**config.mk**
```make
export PLATFORM = sky130hd
export DESIGN_NAME = cru_call_return_unit
export DESIGN_NICKNAME = d
export VERILOG_FILES = /design/src/hdl/cru_pkg.sv /design/src/hdl/cru_call_return_unit.sv
export SDC_FILE = /design/constraint.sdc
export NUM_CORES = 1
export LEC_CHECK = 0
export BUFFER_PORTS_ARGS = -buffer_cell sky130_fd_sc_hd__buf_2
export CAP_MARGIN = 20
export CORE_ASPECT_RATIO = 0.5
export CORE_MARGIN = 5
export CORE_UTILIZATION = 37
export DETAILED_ROUTE_END_ITERATION = 12
export RECOVER_POWER = 50
export SYNTH_ARGS = -nofsm -noshare
export SYNTH_HDL_FRONTEND = slang
export SYNTH_SLANG_ARGS = --single-unit
```
**constraint.sdc**
```tcl
create_clock -name core_clk_i -period 4.8 [get_ports core_clk_i]
set_input_delay 0.72 -clock core_clk_i [delete_from_list [all_inputs] [get_ports core_clk_i]]
set_output_delay 0.72 -clock core_clk_i [all_outputs]
set_load 0.1 [all_outputs]
```
**src/hdl/cru_pkg.sv**
```systemverilog
// constants and types shared by the call and return instruction unit
package cru_pkg;

  localparam int PC_W      = 21;
  localparam int SP_W      = 5;
  localparam int STK_DEPTH = 31;

  // instruction phases inside one instruction cycle
  localparam logic [1:0] PH_Q1 = 2'h0;
  localparam logic [1:0] PH_Q2 = 2'h1;
  localparam logic [1:0] PH_Q4 = 2'h3;

  // opcode patterns
  localparam logic [4:0]  OP_RELCALL_HI = 5'h1b;
  localparam logic [14:0] OP_INTRET_HI  = 15'h0008;
  localparam logic [7:0]  OP_LITRET_HI  = 8'h0c;
  localparam logic [15:0] OP_SOFT_RESET = 16'h00ff;
  localparam int          FAST_BIT      = 0;

  // register byte offsets
  localparam logic [7:0] OFF_INSTR  = 8'h00;
  localparam logic [7:0] OFF_PC     = 8'h04;
  localparam logic [7:0] OFF_WORK   = 8'h08;
  localparam logic [7:0] OFF_SHADOW = 8'h0c;
  localparam logic [7:0] OFF_LATCH  = 8'h10;
  localparam logic [7:0] OFF_STACK  = 8'h14;
  localparam logic [7:0] OFF_CTRL   = 8'h18;
  localparam logic [2:0] IDX_LAST   = 3'h6;

  // field positions
  localparam int WORK_W_LSB  = 0;
  localparam int WORK_ST_LSB = 8;
  localparam int WORK_BS_LSB = 16;
  localparam int LATCH_U_LSB = 8;
  localparam int STACK_SP_LSB = 24;
  localparam int CTRL_HIGH_PRIORITY_GLOBAL_ENABLE   = 0;
  localparam int CTRL_LOW_PRIORITY_GLOBAL_ENABLE   = 1;
  localparam int CTRL_BUSY   = 8;
  localparam int CTRL_PH_LSB = 9;

  // values after reset
  localparam logic [PC_W-1:0] PC_RST  = 21'h000000;
  localparam logic [7:0]      W_RST   = 8'h00;
  localparam logic [7:0]      ST_RST  = 8'h00;
  localparam logic [3:0]      BS_RST  = 4'h0;
  localparam logic [7:0]      PLH_RST = 8'h00;
  localparam logic [4:0]      PLU_RST = 5'h00;
  localparam logic [SP_W-1:0] SP_RST  = 5'h00;

  localparam logic [1:0] RESP_OKAY   = 2'h0;
  localparam logic [1:0] RESP_SLVERR = 2'h2;

  typedef enum logic [1:0] {
    CRU_IDLE,
    CRU_CYC1,
    CRU_CYC2
  } cru_state_t;

endpackage

```
**src/hdl/cru_call_return_unit.sv**
```systemverilog
// call and return instruction unit with axi4-lite register access
`timescale 1ns/100ps
`default_nettype none

// Contract
// - decode relative call from 1101 1nnn word
// - push pc plus two before pc change
// - pc becomes pc plus two plus 2n
// - relative call one word, two cycles
// - soft reset restores state from second phase
// - interrupt return pops stack into pc
// - interrupt return sets one global enable
// - fast bit restores working, status, bank shadows
// - interrupt return word 0x001s, two cycles
// - returns leave pc latch registers unchanged
// - literal return loads literal into working
// - literal return pops pc, two cycles
module cru_call_return_unit (
  input  wire logic        core_clk_i,
  input  wire logic        rst_i,
  input  wire logic        s_axi_awvalid_i,
  output logic             s_axi_awready_o,
  input  wire logic [7:0]  s_axi_awaddr_i,
  input  wire logic        s_axi_wvalid_i,
  output logic             s_axi_wready_o,
  input  wire logic [31:0] s_axi_wdata_i,
  input  wire logic [3:0]  s_axi_wstrb_i,
  output logic             s_axi_bvalid_o,
  input  wire logic        s_axi_bready_i,
  output logic [1:0]       s_axi_bresp_o,
  input  wire logic        s_axi_arvalid_i,
  output logic             s_axi_arready_o,
  input  wire logic [7:0]  s_axi_araddr_i,
  output logic             s_axi_rvalid_o,
  input  wire logic        s_axi_rready_i,
  output logic [31:0]      s_axi_rdata_o,
  output logic [1:0]       s_axi_rresp_o,
  output logic [20:0]      pc_o,
  output logic [7:0]       working_o,
  output logic [1:0]       phase_o,
  output logic             busy_o,
  output logic             soft_reset_o
);

  ////////////////////////////////////////////////////////////////////////
  // decode helpers

  function automatic logic is_relcall(input logic [15:0] iw);
    return iw[15:11] == cru_pkg::OP_RELCALL_HI;
  endfunction

  function automatic logic is_intret(input logic [15:0] iw);
    return iw[15:1] == cru_pkg::OP_INTRET_HI;
  endfunction

  function automatic logic is_litret(input logic [15:0] iw);
    return iw[15:8] == cru_pkg::OP_LITRET_HI;
  endfunction

  function automatic logic is_sreset(input logic [15:0] iw);
    return iw == cru_pkg::OP_SOFT_RESET;
  endfunction

  function automatic logic [2:0] reg_idx(input logic [7:0] a);
    return a[4:2];
  endfunction

  function automatic logic reg_mapped(input logic [7:0] a);
    return (a[7:5] == 3'h0) && (a[4:2] <= cru_pkg::IDX_LAST);
  endfunction

  ////////////////////////////////////////////////////////////////////////
  // state

  cru_pkg::cru_state_t    state_r;
  cru_pkg::cru_state_t    state_nxt;
  logic [1:0]             phase_r;
  logic                   pend_r;
  logic [15:0]            ir_r;
  logic [15:0]            cur_r;
  logic [20:0]            pc_r;
  logic [20:0]            pc_nxt;
  logic [7:0]             w_r;
  logic [7:0]             w_nxt;
  logic [7:0]             st_r;
  logic [7:0]             st_nxt;
  logic [3:0]             bs_r;
  logic [3:0]             bs_nxt;
  logic [7:0]             ws_r;
  logic [7:0]             ss_r;
  logic [3:0]             bss_r;
  logic [7:0]             plh_r;
  logic [4:0]             plu_r;
  logic                   high_priority_global_enable_r;
  logic                   low_priority_global_enable_r;
  logic [4:0]             sp_r;
  logic [20:0]            stk_r [cru_pkg::STK_DEPTH];
  logic                   sreset_r;

  logic                   aw_hold_r;
  logic [7:0]             awaddr_r;
  logic                   w_hold_r;
  logic [31:0]            wdata_r;
  logic [3:0]             wstrb_r;
  logic                   bvalid_r;
  logic [1:0]             bresp_r;
  logic                   rvalid_r;
  logic [31:0]            rdata_r;
  logic [1:0]             rresp_r;

  ////////////////////////////////////////////////////////////////////////
  // sequencing and execution strobes

  wire busy_w   = (state_r != cru_pkg::CRU_IDLE) || pend_r;
  wire start_w  = (state_r == cru_pkg::CRU_IDLE) && pend_r &&
                  (phase_r == cru_pkg::PH_Q4);
  wire in_c1_w  = state_r == cru_pkg::CRU_CYC1;
  wire q2_w     = in_c1_w && (phase_r == cru_pkg::PH_Q2);
  wire q4_w     = in_c1_w && (phase_r == cru_pkg::PH_Q4);
  wire rc_w     = is_relcall(cur_r);
  wire ri_w     = is_intret(cur_r);
  wire rl_w     = is_litret(cur_r);
  wire sr_w     = is_sreset(cur_r);
  wire two_w    = rc_w || ri_w || rl_w;
  wire fast_w   = cur_r[cru_pkg::FAST_BIT];
  wire sres_w   = q2_w && sr_w;
  wire hard_w   = rst_i || sres_w;
  wire empty_w  = sp_r == cru_pkg::SP_RST;
  wire full_w   = sp_r == 5'(cru_pkg::STK_DEPTH);
  wire [20:0] top_w  = empty_w ? 21'h000000 : stk_r[sp_r - 5'h01];
  wire [20:0] ret_w  = pc_r + 21'h000002;
  wire [20:0] off_w  = {{9{cur_r[10]}}, cur_r[10:0], 1'b0};
  // push in first cycle before pc write
  wire push_w   = q2_w && rc_w && !full_w;
  wire pop_w    = q4_w && (ri_w || rl_w) && !empty_w;

  always_comb begin
    state_nxt = state_r;
    case (state_r)
      cru_pkg::CRU_IDLE: begin
        if (start_w) state_nxt = cru_pkg::CRU_CYC1;
      end
      // two-cycle words add a no-operation cycle
      cru_pkg::CRU_CYC1: begin
        if (phase_r == cru_pkg::PH_Q4) begin
          state_nxt = two_w ? cru_pkg::CRU_CYC2 : cru_pkg::CRU_IDLE;
        end
      end
      cru_pkg::CRU_CYC2: begin
        if (phase_r == cru_pkg::PH_Q4) state_nxt = cru_pkg::CRU_IDLE;
      end
      default: state_nxt = cru_pkg::CRU_IDLE;
    endcase
  end

  ////////////////////////////////////////////////////////////////////////
  // axi write decode

  wire        do_wr_w  = aw_hold_r && w_hold_r && !bvalid_r;
  wire [2:0]  widx_w   = reg_idx(awaddr_r);
  wire        wmap_w   = reg_mapped(awaddr_r) &&
                         (awaddr_r != cru_pkg::OFF_STACK);
  wire        wr_ok_w  = do_wr_w && wmap_w && !busy_w;
  wire [31:0] view_w [7];
  wire [31:0] wbase_w  = view_w[widx_w];
  wire [31:0] wval_w;
  wire        wr_ir_w  = wr_ok_w && (awaddr_r[4:2] == cru_pkg::OFF_INSTR[4:2]);
  wire        wr_pc_w  = wr_ok_w && (awaddr_r[4:2] == cru_pkg::OFF_PC[4:2]);
  wire        wr_wk_w  = wr_ok_w && (awaddr_r[4:2] == cru_pkg::OFF_WORK[4:2]);
  wire        wr_sh_w  = wr_ok_w &&
                         (awaddr_r[4:2] == cru_pkg::OFF_SHADOW[4:2]);
  wire        wr_la_w  = wr_ok_w &&
                         (awaddr_r[4:2] == cru_pkg::OFF_LATCH[4:2]);
  wire        wr_ct_w  = wr_ok_w && (awaddr_r[4:2] == cru_pkg::OFF_CTRL[4:2]);

  genvar gb;
  generate
    for (gb = 0; gb < 4; gb++) begin : g_lane
      assign wval_w[gb*8 +: 8] = wstrb_r[gb] ? wdata_r[gb*8 +: 8]
                                             : wbase_w[gb*8 +: 8];
    end
  endgenerate

  assign view_w[0] = {16'h0000, ir_r};
  assign view_w[1] = {11'h000, pc_r};
  assign view_w[2] = {12'h000, bs_r, st_r, w_r};
  assign view_w[3] = {12'h000, bss_r, ss_r, ws_r};
  assign view_w[4] = {19'h00000, plu_r, plh_r};
  assign view_w[5] = {3'h0, sp_r, 3'h0, top_w};
  assign view_w[6] = {21'h000000, phase_r, busy_w, 6'h00, low_priority_global_enable_r, high_priority_global_enable_r};

  ////////////////////////////////////////////////////////////////////////
  // next values of architectural registers

  // relative call target, pop into pc
  assign pc_nxt = (q4_w && rc_w)          ? ret_w + off_w :
                  (q4_w && (ri_w || rl_w)) ? top_w :
                  (q4_w && !sr_w)          ? ret_w :
                  wr_pc_w                  ? wval_w[20:0] : pc_r;
  assign w_nxt  = (q4_w && rl_w)           ? cur_r[7:0] :
                  (q4_w && ri_w && fast_w) ? ws_r :
                  wr_wk_w ? wval_w[cru_pkg::WORK_W_LSB +: 8] : w_r;
  assign st_nxt = (q4_w && ri_w && fast_w) ? ss_r :
                  wr_wk_w ? wval_w[cru_pkg::WORK_ST_LSB +: 8] : st_r;
  assign bs_nxt = (q4_w && ri_w && fast_w) ? bss_r :
                  wr_wk_w ? wval_w[cru_pkg::WORK_BS_LSB +: 4] : bs_r;

  always_ff @(posedge core_clk_i) begin
    if (rst_i) begin
      phase_r  <= cru_pkg::PH_Q1;
      state_r  <= cru_pkg::CRU_IDLE;
      pend_r   <= 1'b0;
      ir_r     <= 16'h0000;
      cur_r    <= 16'h0000;
      sreset_r <= 1'b0;
    end else begin
      phase_r  <= phase_r + 2'h1;
      state_r  <= state_nxt;
      pend_r   <= wr_ir_w || (pend_r && !start_w);
      ir_r     <= wr_ir_w ? wval_w[15:0] : ir_r;
      cur_r    <= start_w ? ir_r : cur_r;
      sreset_r <= sres_w;
    end
  end

  // soft reset shares the hard reset values
  always_ff @(posedge core_clk_i) begin
    if (hard_w) begin
      pc_r   <= cru_pkg::PC_RST;
      w_r    <= cru_pkg::W_RST;
      st_r   <= cru_pkg::ST_RST;
      bs_r   <= cru_pkg::BS_RST;
      ws_r   <= cru_pkg::W_RST;
      ss_r   <= cru_pkg::ST_RST;
      bss_r  <= cru_pkg::BS_RST;
      plh_r  <= cru_pkg::PLH_RST;
      plu_r  <= cru_pkg::PLU_RST;
      high_priority_global_enable_r <= 1'b0;
      low_priority_global_enable_r <= 1'b0;
      sp_r   <= cru_pkg::SP_RST;
    end else begin
      pc_r <= pc_nxt;
      w_r  <= w_nxt;
      st_r <= st_nxt;
      bs_r <= bs_nxt;
      if (wr_sh_w) begin
        ws_r  <= wval_w[cru_pkg::WORK_W_LSB +: 8];
        ss_r  <= wval_w[cru_pkg::WORK_ST_LSB +: 8];
        bss_r <= wval_w[cru_pkg::WORK_BS_LSB +: 4];
      end
      // latches change only by register write
      if (wr_la_w) begin
        plh_r <= wval_w[7:0];
        plu_r <= wval_w[cru_pkg::LATCH_U_LSB +: 5];
      end
      // high enable first, else low enable
      if (q4_w && ri_w) begin
        high_priority_global_enable_r <= 1'b1;
        low_priority_global_enable_r <= low_priority_global_enable_r || high_priority_global_enable_r;
      end else if (wr_ct_w) begin
        high_priority_global_enable_r <= wval_w[cru_pkg::CTRL_HIGH_PRIORITY_GLOBAL_ENABLE];
        low_priority_global_enable_r <= wval_w[cru_pkg::CTRL_LOW_PRIORITY_GLOBAL_ENABLE];
      end
      sp_r <= push_w ? sp_r + 5'h01 : pop_w ? sp_r - 5'h01 : sp_r;
    end
  end

  always_ff @(posedge core_clk_i) begin
    if (push_w) stk_r[sp_r] <= ret_w;
  end

  ////////////////////////////////////////////////////////////////////////
  // axi4-lite slave

  wire aw_hs_w = s_axi_awvalid_i && s_axi_awready_o;
  wire w_hs_w  = s_axi_wvalid_i && s_axi_wready_o;
  wire ar_hs_w = s_axi_arvalid_i && s_axi_arready_o;

  assign s_axi_awready_o = !aw_hold_r && !bvalid_r;
  assign s_axi_wready_o  = !w_hold_r && !bvalid_r;
  assign s_axi_arready_o = !rvalid_r;

  always_ff @(posedge core_clk_i) begin
    if (rst_i) begin
      aw_hold_r <= 1'b0;
      awaddr_r  <= 8'h00;
      w_hold_r  <= 1'b0;
      wdata_r   <= 32'h00000000;
      wstrb_r   <= 4'h0;
      bvalid_r  <= 1'b0;
      bresp_r   <= cru_pkg::RESP_OKAY;
    end else begin
      aw_hold_r <= aw_hs_w || (aw_hold_r && !do_wr_w);
      awaddr_r  <= aw_hs_w ? s_axi_awaddr_i : awaddr_r;
      w_hold_r  <= w_hs_w || (w_hold_r && !do_wr_w);
      wdata_r   <= w_hs_w ? s_axi_wdata_i : wdata_r;
      wstrb_r   <= w_hs_w ? s_axi_wstrb_i : wstrb_r;
      bvalid_r  <= do_wr_w || (bvalid_r && !s_axi_bready_i);
      if (do_wr_w) begin
        bresp_r <= wr_ok_w ? cru_pkg::RESP_OKAY : cru_pkg::RESP_SLVERR;
      end
    end
  end

  always_ff @(posedge core_clk_i) begin
    if (rst_i) begin
      rvalid_r <= 1'b0;
      rdata_r  <= 32'h00000000;
      rresp_r  <= cru_pkg::RESP_OKAY;
    end else begin
      rvalid_r <= ar_hs_w || (rvalid_r && !s_axi_rready_i);
      if (ar_hs_w) begin
        rdata_r <= reg_mapped(s_axi_araddr_i) ?
                   view_w[reg_idx(s_axi_araddr_i)] : 32'h00000000;
        rresp_r <= reg_mapped(s_axi_araddr_i) ? cru_pkg::RESP_OKAY
                                              : cru_pkg::RESP_SLVERR;
      end
    end
  end

  assign s_axi_bvalid_o = bvalid_r;
  assign s_axi_bresp_o  = bresp_r;
  assign s_axi_rvalid_o = rvalid_r;
  assign s_axi_rdata_o  = rdata_r;
  assign s_axi_rresp_o  = rresp_r;
  assign pc_o           = pc_r;
  assign working_o      = w_r;
  assign phase_o        = phase_r;
  assign busy_o         = busy_w;
  assign soft_reset_o   = sreset_r;
endmodule

`default_nettype wire

```
==> results of run 1 <==
## metal layers
| metal | wire (um) | up-vias | global-route usage |
|---|---|---|---|
| met2 | 45800 | 862 | 0.301 |
| met1 | 43700 | 11500 | 0.268 |
| met4 | 3230 | 0 | 0.0622 |
| met5 | 0 | - | 0 |
| li1 | - | 9764 | - |
| met3 | 6850 | 181 | 0.0313 |
## power by group
| part | internal [uW] | switching [uW] | total [uW] |
|---|---|---|---|
| Combinational | 105 | 313 | 418 |
| Clock | 3320 | 2720 | 6040 |
| Sequential | 7710 | 39.7 | 7750 |
## final cells by class
| class | instances | area, um2 |
|---|---|---|
| fill | 8591 | 55000 |
| sequential | 834 | 23200 |
| multi-input combinational | 1408 | 12000 |
| clock buffer | 101 | 2130 |
| tap | 1271 | 1590 |
| timing repair buffer | 227 | 1360 |
| clock inverter | 40 | 322 |
| inverter | 28 | 105 |
## sequential cells by signal, summed over array words and instances (netlist names), 3 cells and up
name	cells
awaddr_r	8
bs_r	4
bss_r	4
cur_r	16
ir_r	16
pc_o	21
plh_r	8
plu_r	5
s_axi_rdata_o	26
sp_r	5
ss_r	8
st_r	8
stk_r	651
wdata_r	21
working_o	8
ws_r	8
wstrb_r	3
## critical path: cells and delay by family (launching register included)
family          cells  cell delay (ns)
compound gates      2             0.49
buf+inv             1             1.60
flops               1             0.78
simple gates        4             1.25
## placed cells by master, fill, tap and decap left out, types with 11 or more instances in the layout
| cell type | count |
|---|---|
| buf_4 | 83 |
| and3_1 | 17 |
| nand2b_1 | 14 |
| inv_1 | 27 |
| clkinv_2 | 13 |
| nor2_1 | 138 |
| a21oi_1 | 152 |
| a21o_1 | 23 |
| a31oi_1 | 13 |
| dfxtp_1 | 181 |
| mux4_2 | 209 |
| xor2_1 | 11 |
| o22ai_1 | 21 |
| o221ai_1 | 18 |
| o31ai_1 | 16 |
| clkbuf_1 | 107 |
| buf_2 | 43 |
| edfxtp_1 | 651 |
| nand3_1 | 35 |
| o21ai_0 | 72 |
| mux2_2 | 11 |
| nor3_1 | 23 |
| nor2_2 | 31 |
| ha_1 | 31 |
| o21ai_1 | 14 |
| a22oi_1 | 28 |
| mux2i_1 | 52 |
| nand2_1 | 254 |
| clkbuf_16 | 81 |
| a211oi_1 | 24 |
| xnor2_1 | 18 |
| o211ai_1 | 11 |
| clkinv_1 | 20 |
## cell families after synthesis
kind of cell,Yosys count,share of synthesized area
flip-flops,834,0.646
buffers and inverters,183,0.0252
adder cells (fa/ha/maj),33,0.0117
other,1,0.000104
XOR/XNOR,41,0.0107
AO/OA/AOI/OAI,474,0.0861
multiplexers,272,0.149
AND/OR/NAND/NOR,580,0.0713
## through the flow
step | setup slack [ns] | instances | total power (uW)
after floorplan | 0.0413 | 2425 | 8190
after global placement | 0.865 | 3766 | 8320
after detailed placement | 0.796 | 3766 | 8320
after CTS | 0.777 | 3907 | 14300
after global routing | 0.321 | 3909 | 14700
final | 0.539 | 3909 | 14200
## worst min-delay path by stage
stage / endpoint / slack [ns] / cells past startpoint
3_5_place_dp: s_axi_rdata_o[6]$_SDFFE_PP0P_ / 0.44 / 2
5_1_grt: awaddr_r[3]$_SDFFE_PP0P_ / 0.31 / 3
6_report: wdata_r[8]$_SDFFE_PP0P_ / 0.32 / 3
2_1_floorplan: wdata_r[6]$_SDFFE_PP0P_ / 0.43 / 2
4_1_cts: awaddr_r[0]$_SDFFE_PP0P_ / 0.29 / 3
3_3_place_gp: s_axi_rdata_o[6]$_SDFFE_PP0P_ / 0.43 / 2
==> flow_summary.toml, run 1 <==
[clock_network]
path_clk_slew_ns = 0.07
htree_levels = 3
post_cts_buffers = 0
numCtsBuffers = 80
ctsHoldBuffers = 0
clkLatencyLatePin_ns = 0.64
cts_tree = "yes"
cts_max_path_buffers = 3
cts_resized = 0
cts_root_buf = "clkbuf_16"
cts.sinks = 834

[logic_synthesis]
synth-edff-count = 651
syn_area_um2 = 35900
synth_commonest_cells = "edfxtp_1 (651), nand2_1 (254), mux4_2 (209), dfxtp_1 (183), nor2_1 (169)"
synthTopCellsByArea = "edfxtp_1 (54%), mux4_2 (13%), dfxtp_1 (10%)"
syn_area_per_cell_um2 = 14.9
yosys_warnings = 0
synth_top_cell_by_area = "edfxtp_1"
synth_top_area_share = 0.544
synthDistinctLibCells = 84
synth_seq_cells = 834
synth-seq-area-share = 0.646
async_flop_share = 0
synth_flop_cell = "edfxtp_1"
syn_inst = 2418
synth.most_common_cell = "edfxtp_1"

[min_path]
hold_path.startpoint = "s_axi_wdata_i[8]"
min-delay-path-class = "primary input to register"

[setup_path]
crit_path_end = "working_o[0]$_SDFFE_PP0P_"
cp.required_ns = 5.33
critical-path-max-stage-delay_ns = 1.60
r2r-start = "cur_r[10]$_SDFFE_PP0P_"
reg2regPathDepth = 7
crit_arrival_ns = 4.80
startpoint = "cur_r[10]$_SDFFE_PP0P_"
cp_slowest_cell = "clkbuf_1"
cp_cell_sequence = "nor2_1 > and3_1 > and3_1 > a21oi_2 > clkbuf_1 > nand2_1 > o22ai_1"
cpMostUsedCell = "and3_1"
r2r-end = "working_o[0]$_SDFFE_PP0P_"
cp_max_fo = 42
r2r_slack_ns = 0.54
worst_setup_path_start_kind = "register"
crit_type = "register to register"
cp-end-kind = "register"

[global_routing]
grt_pass1_wl_mm = 149
overflow = 0
grt_max_degree = 67
antenna_found_initial = 1
grt_pass1_vias = 22200
grt_usage = 0.189

[routing]
ant_nets = 0
num_vias = 22300
drc = 0
avgViaCountPerCell = 5.70
dr.pass1.iters = 6
drt_iter0_markers = 2672
wire_per_inst_um = 25.5
drt_wl_total_mm = 99.6

[timing]
relSlewSlack = -0.481
setup_viol = 0
timing_hold_violations_final = 0
period_minus_slack_ns = 4.26
period_share = 0.888
final.setup.tns_ns = 0
final.setup_skew_ns = 0.0144
rsz0062_at_grt = "no"
hold_ws_ns = 0.323
tightest_slew_ns = 2.22
max_freq_mhz = 235
slew_violations = 276

[cells_and_area]
syn_to_final_growth_pct = 13.4
fin_util = 0.426
design_area_um2 = 40800
antenna_cells = 0
drive_above_1_share = 0.201
final_nets = 2671

[flow_run]
maxCapViolCount = 10

[power]
ir_worst_vdd_mv = 0.251
p_per_area_nw_per_um2 = 349
leakage_uw = 0.0144

[floorplan]
rows = 80
coreArea_um2 = 95800
fp.dieArea_um2 = 104000
boundaryPins = 133
die_y_um = 230
start_util = 0.375
fp.dieW_um = 451

[place]
finalWeightedCongestion = 0.911
dp.final_hpwl_mm = 64.8
place_area_um2 = 38500
portBuffers = 110

[status]
violations = "max-capacitance violations, max-slew violations"
status = "finished, violations left"
No activity file was read; power rests on OpenSTA's default activity.
==> run 2, diff against run 1 <==
--- a/config.mk
+++ b/config.mk
@@ -8,7 +8,6 @@
 export BUFFER_PORTS_ARGS = -buffer_cell sky130_fd_sc_hd__buf_2
 export CAP_MARGIN = 20
 export CORE_ASPECT_RATIO = 0.5
-export CORE_MARGIN = 5
 export CORE_UTILIZATION = 37
 export DETAILED_ROUTE_END_ITERATION = 12
 export RECOVER_POWER = 50
==> flow_summary.toml, run 2 (synthesis gave the netlist of run 1 again) <==
[timing]
period_minus_slack_ns = 4.02
relSlewSlack = -0.785
hold_ws_ns = 0.309
final.setup_skew_ns = 0.0335
slew_violations = 158
timing_hold_violations_final = 0
tightest_slew_ns = 2.68
rsz0062_at_grt = "no"
period_share = 0.838
final.setup.tns_ns = 0
max_freq_mhz = 249
setup_viol = 0

[routing]
drt_wl_total_mm = 97.4
wire_per_inst_um = 24.9
ant_nets = 0
num_vias = 22300
drc = 0
avgViaCountPerCell = 5.70
drt_iter0_markers = 2619
dr.pass1.iters = 6

[floorplan]
start_util = 0.375
rows = 80
fp.dieArea_um2 = 98400
coreArea_um2 = 95800
die_y_um = 222
boundaryPins = 133
fp.dieW_um = 443

[setup_path]
cp_max_fo = 35
cp-end-kind = "register"
crit_arrival_ns = 4.43
worst_setup_path_start_kind = "register"
cp.required_ns = 5.21
crit_type = "register to register"

[clock_network]
cts_resized = 0
clkLatencyLatePin_ns = 0.65
cts.sinks = 834
cts_max_path_buffers = 3
numCtsBuffers = 79
post_cts_buffers = 0
path_clk_slew_ns = 0.06
cts_tree = "yes"
ctsHoldBuffers = 0
htree_levels = 3
cts_root_buf = "clkbuf_16"

[power]
leakage_uw = 0.0145
ir_worst_vdd_mv = 0.252
p_per_area_nw_per_um2 = 353

[cells_and_area]
drive_above_1_share = 0.206
largest_reg_flops = 651
layout_commonest_cell = "edfxtp_1"
final_cells = 3914
design_area_um2 = 40900
multiInputGateArea_um2 = 12100
fill_cells = 8518
syn_to_final_growth_pct = 13.9
regArea_um2 = 23200
final_nets = 2672
regMostFlops = "stk_r"
antenna_cells = 0
layout_common_cells = "edfxtp_1 (651), nand2_1 (254), mux4_2 (209)"

[global_routing]
overflow = 0
grt_max_degree = 88
grt_pass1_wl_mm = 145
grt_usage = 0.196
grt_pass1_vias = 21800
antenna_found_initial = 1

[place]
portBuffers = 110
place_area_um2 = 38500
dp_cells = 3770
dp.final_hpwl_mm = 63.5
finalWeightedCongestion = 0.917

[min_path]
min-delay-path-class = "primary input to register"

[status]
violations = "max-capacitance violations, max-slew violations"
status = "finished, violations left"

[flow_run]
maxCapViolCount = 5
==> run 2: cell types whose count changed in the layout (fill, tap and decap cells not counted), sizes merged <==
cell	change
buf	+7
inv	-1
clkbuf	-5
clkinvlp	+2
bufinv	+3
clkinv	-1
==> run 2: cell type report <==
type,instances,area share
Clock inverter,43,0.0111
Multi-Input combinational cell,1408,0.295
Sequential cell,834,0.567
Tap cell,1271,0.0389
Timing Repair Buffer,229,0.0324
Inverter,28,0.00257
Clock buffer,101,0.0526
==> run 2: where the power goes <==
part,switching (uW),internal (uW)
sequential,39.3,7710
combinational,312,107
clock,2760,3530
==> run 2: stage by stage <==
step,setup WS [ns],utilization,total power (uW)
after global placement,0.913,0.402,8320
after global routing,0.514,0.427,14900
after floorplan,0.0413,-,8190
final,0.780,0.427,14500
after CTS,0.878,0.429,14600
after detailed placement,0.883,0.402,8320
==> run 2: worst paths after layout <==
kind,depth (start not counted),end,startpoint,slack [ns]
setup / recovery,9,s_axi_rdata_o[4]$_SDFFE_PP0P_,sp_r[1]$_SDFFE_PP0P_,0.78
hold / removal,3,wdata_r[3]$_SDFFE_PP0P_,s_axi_wdata_i[3],0.31
setup reg to reg,9,s_axi_rdata_o[4]$_SDFFE_PP0P_,sp_r[1]$_SDFFE_PP0P_,0.78
hold reg to reg,2,s_axi_rdata_o[6]$_SDFFE_PP0P_,s_axi_rdata_o[6]$_SDFFE_PP0P_,0.44
==> run 2: per-layer routing <==
metal  share of wire  up-vias  global-route usage
met4           0.027        0              0.0545
met3           0.070      156              0.0289
met5               0        -                   0
met2            0.46      963               0.309
li1                -     9790                   -
met1            0.44    11400               0.282
==> run 2: worst max-delay path, cell delays in order (launching register included) <==
cell and delay [ns]:
dfxtp_1 0.48, inv_1 0.18, ha_4 0.67, buf_4 0.42
mux4_2 0.37, mux4_2 0.56, mux2i_1 0.55, nor2_1 0.19
o221ai_1 0.24, a21oi_1 0.10
